**src/rtl/tpc_pkg.sv**
```systemverilog
// Package with the register map, field positions and counts for the receive performance counters.
// Assumes a 10 MHz ref_clk and a byte-wide register port addressed in whole words.
package tpc_pkg;

   // Register indices; the byte address is four times the index.
   localparam logic [7:0] IDX_MF_SYNC_LOSS  = 8'h15;
   localparam logic [7:0] IDX_BPV_HI        = 8'h16;
   localparam logic [7:0] IDX_BPV_LO        = 8'h17;
   localparam logic [7:0] IDX_CRC_HI        = 8'h18;
   localparam logic [7:0] IDX_CRC_LO        = 8'h19;
   localparam logic [7:0] IDX_SYNC_SLIP_EV  = 8'h1B;
   localparam logic [7:0] IDX_LINE_ERR_EV   = 8'h1C;
   localparam logic [7:0] IDX_SYNC_SLIP_MSK = 8'h2B;
   localparam logic [7:0] IDX_LINE_ERR_MSK  = 8'h2C;
   localparam logic [7:0] IDX_LINE_CTRL     = 8'h2D;

   // Status word zero bit positions.
   localparam int BIT_FRAME_SYNC_CHG = 7;
   localparam int BIT_MF_SYNC_CHG    = 6;
   localparam int BIT_ALL_ONES_CHG   = 4;
   localparam int BIT_SIGNAL_LOSS    = 3;
   localparam int BIT_SEVERE_FRAME   = 2;
   localparam int BIT_TX_SLIP        = 1;
   localparam int BIT_RX_SLIP        = 0;

   // Status word one bit positions.
   localparam int BIT_FBIT_ERR    = 7;
   localparam int BIT_CRC_ERR     = 6;
   localparam int BIT_YELLOW      = 5;
   localparam int BIT_ALIGN_SHIFT = 4;
   localparam int BIT_BIPOLAR     = 3;
   localparam int BIT_PRBS        = 2;
   localparam int BIT_PULSE_DENS  = 1;

   // Control register field.
   localparam int BIT_B8ZS_EN = 0;

   // Reset values.
   localparam logic [7:0]  RST_BYTE  = 8'h00;
   localparam logic [15:0] RST_WORD  = 16'h0000;
   localparam logic [7:0]  RST_MASK  = 8'h00;

   // Line zero-run and pulse-density limits.
   localparam logic [7:0] LOS_ZERO_RUN      = 8'hC0;
   localparam logic [7:0] PDV_ZERO_RUN      = 8'h10;
   localparam logic [7:0] PDV_ZERO_RUN_B8ZS = 8'h08;
   localparam logic [7:0] AGE_MAX           = 8'hFF;
   localparam int         DENS_ONES_MAX     = 23;
   localparam int         DENS_BITS_PER_N   = 8;

endpackage : tpc_pkg

```
**src/rtl/tpc_perf_irq_status.sv**
```systemverilog
// Receive performance counters and clear-on-read event status words for a T1 framer.
// Assumes event inputs are produced by framer logic on ref_clk; only the analog loss input is asynchronous.
//
// Contract
// - Count multiframes that saw frame sync lost.
// - Sixteen-bit bipolar violation counter, two byte addresses.
// - Sixteen-bit CRC error counter, high then low.
// - Word zero bit 7: frame sync change.
// - Word zero bit 6: multiframe sync change.
// - Word zero bit 4: all-ones change; bit 5 unused.
// - Word zero bit 3: signal loss change.
// - Word zero bit 2: two framing errors in six.
// - Word zero bit 1: transmit buffer slip.
// - Word zero bit 0: receive buffer slip.
// - Reading a status word clears its bits.
// - Masked events leave status bits low.
// - Word one bit 7: framing bit error in sync.
// - Word one bit 6: CRC check failure.
// - Word one bit 5: yellow alarm detected.
// - Word one bit 4: alignment shifted after reframe.
// - Word one bit 3: bipolar violation, B8ZS excluded.
// - Word one bit 2: PRBS error; bit 0 unused.
// - No B8ZS: sixteen zeros or low density.
// - With B8ZS: eight consecutive zeros.
// - Counters wrap from all ones to zero.
`timescale 1ns/10ps

module tpc_perf_irq_status (
   input  wire logic       ref_clk,
   input  wire logic       rstn,
   input  wire logic [7:0] regAddr,
   input  wire logic [7:0] regWrData,
   input  wire logic       regWr,
   input  wire logic       regRd,
   output logic      [7:0] regRdData,
   input  wire logic       frameSyncIn,
   input  wire logic       mfSyncIn,
   input  wire logic       allOnesIn,
   input  wire logic       analogLosIn,
   input  wire logic       mfBoundaryIn,
   input  wire logic       fbitValidIn,
   input  wire logic       fbitErrIn,
   input  wire logic       bpvIn,
   input  wire logic       bpvB8zsIn,
   input  wire logic       crcErrIn,
   input  wire logic       yellowIn,
   input  wire logic       cofaIn,
   input  wire logic       prbsErrIn,
   input  wire logic       txSlipIn,
   input  wire logic       rxSlipIn,
   input  wire logic       rxBitEnIn,
   input  wire logic       rxBitIn
);

   // Byte address of a register index.
   function automatic logic [7:0] tpc_adr(input logic [7:0] idx);
      tpc_adr = {idx[5:0], 2'b00};
   endfunction : tpc_adr

   // Saturating increment of a line age.
   function automatic logic [7:0] tpc_age_inc(input logic [7:0] age);
      tpc_age_inc = (age == tpc_pkg::AGE_MAX) ? age : age + 8'h01;
   endfunction : tpc_age_inc

   logic [7:0]  rdData_ff;
   logic [7:0]  mfCnt_ff;
   logic [15:0] bpvCnt_ff;
   logic [15:0] crcCnt_ff;
   logic [7:0]  ev0Flags_ff;
   logic [7:0]  ev1Flags_ff;
   logic [7:0]  mask0_ff;
   logic [7:0]  mask1_ff;
   logic [7:0]  ctrl_ff;
   logic        mfLost_ff;
   logic        fsPrev_ff;
   logic        mfsPrev_ff;
   logic        aisPrev_ff;
   logic        losPrev_ff;
   logic        losMeta1_ff;
   logic        losMeta2_ff;
   logic        losMeta3_ff;
   logic        losAnalog_ff;
   logic [4:0]  fbitHist_ff;
   logic [7:0]  zeroRun_ff;
   logic [7:0]  oneAge_ff [0:tpc_pkg::DENS_ONES_MAX-1];

   // Address decode.
   wire         hitMf    = (regAddr == tpc_adr(tpc_pkg::IDX_MF_SYNC_LOSS));
   wire         hitBpvH  = (regAddr == tpc_adr(tpc_pkg::IDX_BPV_HI));
   wire         hitBpvL  = (regAddr == tpc_adr(tpc_pkg::IDX_BPV_LO));
   wire         hitCrcH  = (regAddr == tpc_adr(tpc_pkg::IDX_CRC_HI));
   wire         hitCrcL  = (regAddr == tpc_adr(tpc_pkg::IDX_CRC_LO));
   wire         hitEv0   = (regAddr == tpc_adr(tpc_pkg::IDX_SYNC_SLIP_EV));
   wire         hitEv1   = (regAddr == tpc_adr(tpc_pkg::IDX_LINE_ERR_EV));
   wire         hitMsk0  = (regAddr == tpc_adr(tpc_pkg::IDX_SYNC_SLIP_MSK));
   wire         hitMsk1  = (regAddr == tpc_adr(tpc_pkg::IDX_LINE_ERR_MSK));
   wire         hitCtrl  = (regAddr == tpc_adr(tpc_pkg::IDX_LINE_CTRL));

   // Read data selection; unmapped addresses read as zero.
   wire  [7:0]  rdSel = hitMf   ? mfCnt_ff :
                        hitBpvH ? bpvCnt_ff[15:8] :
                        hitBpvL ? bpvCnt_ff[7:0] :
                        hitCrcH ? crcCnt_ff[15:8] :
                        hitCrcL ? crcCnt_ff[7:0] :
                        hitEv0  ? ev0Flags_ff :
                        hitEv1  ? ev1Flags_ff :
                        hitMsk0 ? mask0_ff :
                        hitMsk1 ? mask1_ff :
                        hitCtrl ? ctrl_ff : 8'h00;

   wire         clrEv0  = regRd & hitEv0;
   wire         clrEv1  = regRd & hitEv1;
   wire         b8zsEn  = ctrl_ff[tpc_pkg::BIT_B8ZS_EN];

   // Signal loss from the analog detector or a long zero run.
   wire         losNow  = losAnalog_ff | (zeroRun_ff >= tpc_pkg::LOS_ZERO_RUN);

   // Line zero run and pulse density.
   wire  [7:0]  nxt_zeroRun = rxBitIn ? 8'h00 : tpc_age_inc(zeroRun_ff);
   wire  [7:0]  ageNxt [0:tpc_pkg::DENS_ONES_MAX-1];
   wire  [tpc_pkg::DENS_ONES_MAX-1:0] densFail;

   genvar gi;
   generate
      for (gi = 0; gi < tpc_pkg::DENS_ONES_MAX; gi = gi + 1) begin : g_dens
         localparam logic [7:0] WIN = 8'(tpc_pkg::DENS_BITS_PER_N * (gi + 2));
         if (gi == 0) begin : g_first
            assign ageNxt[gi] = rxBitIn ? 8'h00 : tpc_age_inc(oneAge_ff[gi]);
         end else begin : g_rest
            assign ageNxt[gi] = rxBitIn ? tpc_age_inc(oneAge_ff[gi-1]) : tpc_age_inc(oneAge_ff[gi]);
         end
         assign densFail[gi] = (ageNxt[gi] >= WIN);
         always_ff @(posedge ref_clk or negedge rstn) begin
            if (!rstn) begin
               oneAge_ff[gi] <= tpc_pkg::RST_BYTE;
            end else if (rxBitEnIn) begin
               oneAge_ff[gi] <= ageNxt[gi];
            end
         end
      end
   endgenerate

   wire         pdvPlain = (nxt_zeroRun == tpc_pkg::PDV_ZERO_RUN) | (|densFail);
   wire         pdvB8zs  = (nxt_zeroRun == tpc_pkg::PDV_ZERO_RUN_B8ZS);
   wire         pdvEv    = rxBitEnIn & (b8zsEn ? pdvB8zs : pdvPlain);

   // Severely errored framing: this error plus one among the previous five.
   wire         sefEv    = fbitValidIn & fbitErrIn & (|fbitHist_ff);
   wire         bpvReal  = bpvIn & ~bpvB8zsIn;
   wire         mfInc    = mfBoundaryIn & (mfLost_ff | ~frameSyncIn);

   // Raw events for each status word.
   wire  [7:0]  ev0 = {frameSyncIn ^ fsPrev_ff,
                       mfSyncIn ^ mfsPrev_ff,
                       1'b0,
                       allOnesIn ^ aisPrev_ff,
                       losNow ^ losPrev_ff,
                       sefEv,
                       txSlipIn,
                       rxSlipIn};
   wire  [7:0]  ev1 = {fbitValidIn & fbitErrIn & frameSyncIn,
                       crcErrIn,
                       yellowIn,
                       cofaIn,
                       bpvReal,
                       prbsErrIn,
                       pdvEv,
                       1'b0};

   // Sticky flags: a gated event wins over the read clear in the same cycle.
   wire  [7:0]  nxt_ev0Flags = (ev0Flags_ff & ~{8{clrEv0}}) | (ev0 & mask0_ff);
   wire  [7:0]  nxt_ev1Flags = (ev1Flags_ff & ~{8{clrEv1}}) | (ev1 & mask1_ff);

   assign regRdData = rdData_ff;

   always_ff @(posedge ref_clk or negedge rstn) begin
      if (!rstn) begin
         rdData_ff   <= tpc_pkg::RST_BYTE;
         mask0_ff    <= tpc_pkg::RST_MASK;
         mask1_ff    <= tpc_pkg::RST_MASK;
         ctrl_ff     <= tpc_pkg::RST_BYTE;
         ev0Flags_ff <= tpc_pkg::RST_BYTE;
         ev1Flags_ff <= tpc_pkg::RST_BYTE;
      end else begin
         rdData_ff   <= regRd ? rdSel : 8'h00;
         ev0Flags_ff <= nxt_ev0Flags;
         ev1Flags_ff <= nxt_ev1Flags;
         if (regWr && hitMsk0) begin
            mask0_ff <= regWrData;
         end
         if (regWr && hitMsk1) begin
            mask1_ff <= regWrData;
         end
         if (regWr && hitCtrl) begin
            ctrl_ff <= regWrData & 8'h01;
         end
      end
   end

   // Counters wrap naturally from all ones to zero.
   always_ff @(posedge ref_clk or negedge rstn) begin
      if (!rstn) begin
         mfCnt_ff  <= tpc_pkg::RST_BYTE;
         bpvCnt_ff <= tpc_pkg::RST_WORD;
         crcCnt_ff <= tpc_pkg::RST_WORD;
         mfLost_ff <= 1'b0;
      end else begin
         if (mfInc) begin
            mfCnt_ff <= mfCnt_ff + 8'h01;
         end
         if (bpvReal) begin
            bpvCnt_ff <= bpvCnt_ff + 16'h0001;
         end
         if (crcErrIn) begin
            crcCnt_ff <= crcCnt_ff + 16'h0001;
         end
         mfLost_ff <= mfBoundaryIn ? 1'b0 : (mfLost_ff | ~frameSyncIn);
      end
   end

   // Previous levels for change detection and the framing error history.
   always_ff @(posedge ref_clk or negedge rstn) begin
      if (!rstn) begin
         fsPrev_ff   <= 1'b0;
         mfsPrev_ff  <= 1'b0;
         aisPrev_ff  <= 1'b0;
         losPrev_ff  <= 1'b0;
         fbitHist_ff <= 5'h00;
         zeroRun_ff  <= tpc_pkg::RST_BYTE;
      end else begin
         fsPrev_ff  <= frameSyncIn;
         mfsPrev_ff <= mfSyncIn;
         aisPrev_ff <= allOnesIn;
         losPrev_ff <= losNow;
         if (fbitValidIn) begin
            fbitHist_ff <= {fbitHist_ff[3:0], fbitErrIn};
         end
         if (rxBitEnIn) begin
            zeroRun_ff <= nxt_zeroRun;
         end
      end
   end

   // Analog loss detector synchroniser; a change counts once stages two and three agree.
   always_ff @(posedge ref_clk or negedge rstn) begin
      if (!rstn) begin
         losMeta1_ff  <= 1'b0;
         losMeta2_ff  <= 1'b0;
         losMeta3_ff  <= 1'b0;
         losAnalog_ff <= 1'b0;
      end else begin
         losMeta1_ff <= analogLosIn;
         losMeta2_ff <= losMeta1_ff;
         losMeta3_ff <= losMeta2_ff;
         if (losMeta2_ff == losMeta3_ff) begin
            losAnalog_ff <= losMeta3_ff;
         end
      end
   end
endmodule : tpc_perf_irq_status

```
**config.mk**
```make
export PLATFORM = sky130hd
export DESIGN_NAME = tpc_perf_irq_status
export DESIGN_NICKNAME = d
export VERILOG_FILES = /design/src/rtl/tpc_pkg.sv /design/src/rtl/tpc_perf_irq_status.sv
export SDC_FILE = /design/constraint.sdc
export NUM_CORES = 1
export LEC_CHECK = 0
export ABC_AREA = 1
export BUFFER_PORTS_ARGS = -buffer_cell sky130_fd_sc_hd__buf_2
export CAP_MARGIN = 20
export CORE_ASPECT_RATIO = 0.8
export CORE_MARGIN = 1.5
export CORE_UTILIZATION = 58
export CTS_CLUSTER_DIAMETER = 30
export DETAILED_ROUTE_END_ITERATION = 10
export GPL_TIMING_DRIVEN = 0
export PLACE_DENSITY = 0.78
export SYNTH_ARGS = -nofsm -noshare
export SYNTH_HDL_FRONTEND = slang
export SYNTH_SLANG_ARGS = --single-unit
```
**constraint.sdc**
```tcl
create_clock -name ref_clk -period 2.1 [get_ports ref_clk]
set_input_delay 0.42 -clock ref_clk [delete_from_list [all_inputs] [get_ports ref_clk]]
set_output_delay 0.42 -clock ref_clk [all_outputs]
set_load 0.05 [all_outputs]
```
# Yosys cells after proc, flatten, opt, wreduce, memory -nomap -nowiden

Index checks and enable logic that the tools add are counted.

Output and inout bits: 8
Bits in registers: 287

$lt $le $gt $ge: 24
Add/sub/neg operators: 27
Reduce and logical (&&, ||, !) cells: 5
Equal/unequal tests: 37
Multiplexer cells: 61
Bitwise logic cells: 25

Operator list:

| cell                                                                                | count |
|---|---|
| 8-bit two-way mux                                                                   | 58 |
| 8-bit == test, second input constant                                                | 27 |
| 8-bit by 1-bit adder with 8-bit output, second input constant                       | 25 |
| 8-bit greater-or-equal comparator, second input constant                            | 10 |
| 8-bit by 7-bit greater-or-equal comparator with 1-bit output, second input constant | 8 |
| 8-bit by 7-bit == test with 1-bit output, second input constant                     | 7 |
| 16-bit by 1-bit adder with 16-bit output, second input constant                     | 2 |
| 8-bit AND                                                                           | 4 |
| 8-bit by 6-bit greater-or-equal comparator with 1-bit output, second input constant | 4 |
| 23-bit OR reduction                                                                 | 1 |
| 8-bit by 5-bit greater-or-equal comparator with 1-bit output, second input constant | 2 |
| 8-bit inverter                                                                      | 2 |
| 8-bit bitwise OR                                                                    | 2 |
| 1-bit AND                                                                           | 8 |
| 8-bit by 4-bit == test with 1-bit output, second input constant                     | 1 |
| 8-bit by 5-bit == test with 1-bit output, second input constant                     | 1 |
| 5-bit OR reduction                                                                  | 1 |
| 1-bit XOR                                                                           | 4 |
| 1-bit logical AND                                                                   | 3 |
| 1-bit two-way mux                                                                   | 3 |
| 1-bit bitwise OR                                                                    | 3 |
| 1-bit inverter                                                                      | 2 |
| 1-bit == test                                                                       | 1 |

# Longest topological paths before layout

Depth in word-level cells: 12
Gate-level depth with buffers: 18
Depth with buffers taken out: 18

# Worst setup path after synthesis

Ideal clock, no wire load.

Path type: flip-flop to flip-flop
Start point: register oneAge_ff[144] (netlist bit)
End point: register ev1Flags_ff[1]
Arrival: 1,824 ps
Path buffers: 0
Data required time: 1,984 ps
Stages on the path, launching flop included: 18
Setup slack: 160 ps
Cell sequence: dfrtp_1 -> ha_1 -> nand2_2 -> nor2_4 -> nand2_1 -> nand3_1 -> nand2_1 -> nand2_1 -> nand2_1 -> nor2_1 -> nor2_1 -> nand3_1 -> nor2_1 -> nand3_1 -> o21bai_1 -> nand2_1 -> nand2_1 -> nand2_1

Word-level cells in the longest chain between the ends: 10
Elaborated cells on any way between the ends: 13

RTL lines:

| item                                                                           | line                       | RTL |
|---|---|---|
| start, declared                                                                | tpc_perf_irq_status.sv:85  | `logic [7:0] oneAge_ff [0:tpc_pkg::DENS_ONES_MAX-1];` |
| start signal, assigned by index                                                | tpc_perf_irq_status.sv:135 | `oneAge_ff[gi] <= tpc_pkg::RST_BYTE;` |
| start signal, assigned by index                                                | tpc_perf_irq_status.sv:137 | `oneAge_ff[gi] <= ageNxt[gi];` |
| 8-bit by 1-bit adder with 8-bit output / 8-bit == test (equally long branches) | tpc_perf_irq_status.sv:62  | `tpc_age_inc = (age == tpc_pkg::AGE_MAX) ? age : age + 8'h01;` |
| 8-bit two-way mux *                                                            | tpc_perf_irq_status.sv:62  |  |
| 8-bit two-way mux                                                              | tpc_perf_irq_status.sv:130 | `assign ageNxt[gi] = rxBitIn ? tpc_age_inc(oneAge_ff[gi-1]) : tpc_age_inc(oneAge_ff[gi]);` |
| 8-bit by 6-bit greater-or-equal comparator with 1-bit output                   | tpc_perf_irq_status.sv:132 | `assign densFail[gi] = (ageNxt[gi] >= WIN);` |
| 23-bit OR reduction *                                                          | tpc_perf_irq_status.sv:143 | `wire pdvPlain = (nxt_zeroRun == tpc_pkg::PDV_ZERO_RUN) \| (\|densFail);` |
| 1-bit bitwise OR *                                                             | tpc_perf_irq_status.sv:143 |  |
| 1-bit two-way mux *                                                            | tpc_perf_irq_status.sv:145 | `wire pdvEv = rxBitEnIn & (b8zsEn ? pdvB8zs : pdvPlain);` |
| 1-bit AND *                                                                    | tpc_perf_irq_status.sv:145 |  |
| 8-bit AND *                                                                    | tpc_perf_irq_status.sv:172 | `wire [7:0] nxt_ev1Flags = (ev1Flags_ff & ~{8{clrEv1}}) \| (ev1 & mask1_ff);` |
| 8-bit bitwise OR *                                                             | tpc_perf_irq_status.sv:172 |  |
| via nxt_ev1Flags[1]                                                            | tpc_perf_irq_status.sv:172 |  |
| end signal, assigned                                                           | tpc_perf_irq_status.sv:183 | `ev1Flags_ff <= tpc_pkg::RST_BYTE;` |
| end signal, assigned                                                           | tpc_perf_irq_status.sv:187 | `ev1Flags_ff <= nxt_ev1Flags;` |
| end, declared                                                                  | tpc_perf_irq_status.sv:70  | `logic [7:0] ev1Flags_ff;` |

The timed path passes the listed nets; every way through them passes the cells marked *.
A chain may end at the register's enable or synchronous reset.

# Worst setup path after layout

Start point: register oneAge_ff[161] (netlist bit)
End point: register ev1Flags_ff[1]

Same word-level chain as after synthesis.

==> impl_metrics.json <==
{
  "layout_commonest_cell": "nand2_1",
  "critical_path.endpoint_type": "flip-flop",
  "numCtsBuffers": 60,
  "cp_slowest_stage_delay_ns": 0.40,
  "boundaryPins": 45,
  "drive_gt1_frac": 0.174,
  "ys_seq_elements": 287,
  "skew_ns": 0.0350,
  "p_leak_nw": 10.5,
  "slew_headroom": 0.246,
  "routed_wl_um": 62100,
  "status": "finished, violations left",
  "grt_max_degree": 88,
  "first_pass_iters": 7,
  "drcViolationCount": 0,
  "wire_per_inst_um": 20.4,
  "synth_edf_count": 0,
  "synth_top_area_cell": "dfrtp_1",
  "crit_arrival_ns": 2.85,
  "dr_total_vias": 18700,
  "postRouteAntennaNets": 0,
  "yosysWarnings": 0,
  "setup_viol": 4,
  "first_global_vias": 17400,
  "yosysUniqueCellTypes": 49,
  "clk_pin_slew_ns": 0.05,
  "clock.fmax_ghz": 0.422,
  "via_per_inst": 6.14,
  "layout_min_cycle_time_ns": 2.37,
  "die_area_um2": 31600,
  "avgSynthCellArea_um2": 7.32,
  "yosys_most_used_dff": "dfrtp_1",
  "cp_cell_sequence": "ha_2, nand2_4, inv_1, nor2_1, nand3_1, nand2_2, nand2_1, nand2_2, nand2_2, nor2_4, nand3_2, nor2_2, nand4_1, o21bai_1, nand2_1, nand2_1, nand2_1",
  "synth-async-reset-ratio": 1.00,
  "crit_type": "flip-flop to flip-flop",
  "nNetsFinal": 2653,
  "slowest_stage": "dfrtp_1",
  "yosysTopAreaCellShare": 0.405,
  "htreeDepth": 2,
  "worst_pin_slew_ns": 1.13,
  "rows": 57,
  "cts_max_path_buffers": 3,
  "mostFrequentLayoutCells": "nand2_1 (718), dfrtp_1 (279), inv_1 (259), o21ai_0 (198), nand3_1 (192)",
  "worstHoldStart": "rxSlipIn",
  "power_mw": 24.4,
  "synthTopCellsByArea": "dfrtp_1 (40%), nand2_1 (16%), o21ai_0 (6.0%)",
  "drv_cap": 0,
  "cp-start-kind": "flip-flop",
  "stdcell_count": 3052,
  "hold_class": "primary input to flip-flop",
  "powerDensity_nw_per_um2": 1120,
  "fp.dieH_um": 159,
  "setup_slack_ns": -0.270,
  "antenna_found_initial": 0,
  "post-route-util": 0.723,
  "dp.cells": 2881,
  "slew_violations": 0,
  "placed_cell_area_um2": 18600,
  "drtIter0Drc": 2362,
  "syn_to_final_growth_pct": 23.3,
  "stdcell_area_um2": 21900,
  "place_ws_ns": -1.01,
  "clock_sinks": 287,
  "reg2reg_from": "oneAge_ff[161]$_DFFE_PN0P_",
  "grt-ovfl-total": 0,
  "cts_root_buf": "clkbuf_16",
  "synth_fp_nets": 2488,
  "dp_hpwl_um": 41000,
  "seq_area_frac_synth": 0.405,
  "grt_setup_unrepaired": "yes",
  "core_area_um2": 30200,
  "clk_latency_ns": 0.62,
  "port_buffers": 41,
  "crit_top_cell": "nand2_1",
  "grtUsageTotal": 0.384,
  "synth_cells": 2424,
  "synth_area_um2": 17700,
  "required_ns": 2.58,
  "hold_viol": 0,
  "failed_checks": "negative setup slack",
  "grt_pass1_wl_um": 93900,
  "initial_core_util": 0.587,
  "startpoint": "oneAge_ff[161]$_DFFE_PN0P_",
  "path_max_fanout": 5,
  "die_x_um": 199,
  "ir_drop_v": 0.000951,
  "place.gp.congestion": 0.974,
  "cts_tree": "built",
  "fin_crit_sh": 1.13
}
cell usage after synthesis, types with 9 or more instances:
library cell and n:
nand2_1 753, dfrtp_1 287, inv_1 264, o21ai_0 213
nand3_1 212, nor2_1 129, xor2_1 67, nand4_1 60
o221ai_1 47, clkbuf_1 42, a21oi_1 34, o211ai_1 28
ha_1 27, o21ai_1 24, xnor2_1 24, buf_2 23
nor2_2 22, a31oi_1 16, nand2_2 16, nand3_2 14
o21bai_1 11, mux2_2 10, buf_1 9, inv_2 9
nor3_1 9
where the power goes:
part	total [mW]	leakage (nW)	switching, mW	internal (mW)
Combinational	6.14	5.93	3.84	2.30
Sequential	8.28	3.56	1.50	6.78
Clock	9.97	1.04	3.28	6.69
final cells by class:
| type | count | area, um^2 |
|---|---|---|
| plain buffers | 78 | 350 |
| well taps | 413 | 517 |
| flip-flops and latches | 287 | 7190 |
| clock buffers | 76 | 1660 |
| multi-input cells | 1785 | 9860 |
| clock inverters | 35 | 495 |
| diodes | 1 | 2.50 |
| inverters | 275 | 1030 |
| fillers | 2360 | 8380 |
| repair buffers | 102 | 756 |
layer usage:
metal / global-route usage / up-vias / wire length [um]
met1: 0.541 / 8816 / 24500
met3: 0.102 / 257 / 8530
met4: 0.158 / 0 / 2940
li1: - / 8404 / -
met5: 0 / - / 0
met2: 0.559 / 1259 / 26100
worst max-delay path, delay by kind of cell, from the launching register on:
family / cells / cell delay, ns
AO/OA/AOI/OAI: 1 / 0.20
adder cells (fa/ha/maj): 1 / 0.22
buffers and inverters: 1 / 0.05
flip-flops: 1 / 0.40
AND/OR/NAND/NOR: 14 / 1.36
cell families (layout without fill, tap and decap cells):
group,count (synthesis),count (layout),share of synthesized area
flip-flops,287,287,0.405
AND/OR/NAND/NOR,1246,1247,0.308
other,0,1,0
AO/OA/AOI/OAI,405,405,0.137
XOR/XNOR,91,91,0.0449
buffers and inverters,353,566,0.0772
adder cells (fa/ha/maj),28,28,0.0196
multiplexers,14,14,0.00861
path summary, 6_finish.rpt:
path / to / slack, ns / depth (start not counted)
min reg2reg: losMeta2_ff$_DFF_PN0_ / 0.35 / 0
min: ev0Flags_ff[0]$_DFF_PN0_ / 0.05 / 3
max in group asynchronous: oneAge_ff[73]$_DFFE_PN0P_ / 0.56 / 4
max: ev1Flags_ff[1]$_DFF_PN0_ / -0.27 / 17
min in group asynchronous: oneAge_ff[155]$_DFFE_PN0P_ / 0.33 / 2
max reg2reg: ev1Flags_ff[1]$_DFF_PN0_ / -0.27 / 17
stage by stage:
stage / setup TNS (ns) / hold WS [ns]
CTS: -0.209 / 0.0415
detailed placement: -84.88 / 0.337
floorplan: 0 / 0.124
global route: -0.601 / 0.0507
finish: -0.354 / 0.0472
global placement: -1466.45 / 0.334
repair_timing:
| action | in CTS | in global routing |
|---|---|---|
| endpoints found under the setup margin | 44 | 48 |
| hold buffers | 6 | 0 |
| gates cloned | 0 | 1 |
| pin swaps | 20 | 58 |
| buffers inserted | 24 | 28 |
| gates resized for setup | 55 | 145 |
| hold endpoints to repair | 63 | 0 |
flip-flops by register name (all words and copies together), names as in the netlist, 5 cells and up, named ones only:
signal / flops
oneAge_ff: 181
bpvCnt_ff: 16
crcCnt_ff: 16
ev0Flags_ff: 8
ev1Flags_ff: 8
mask0_ff: 8
mask1_ff: 8
mfCnt_ff: 8
regRdData: 8
zeroRun_ff: 8
fbitHist_ff: 5
Note: power is estimated with default switching activity, not from simulation.
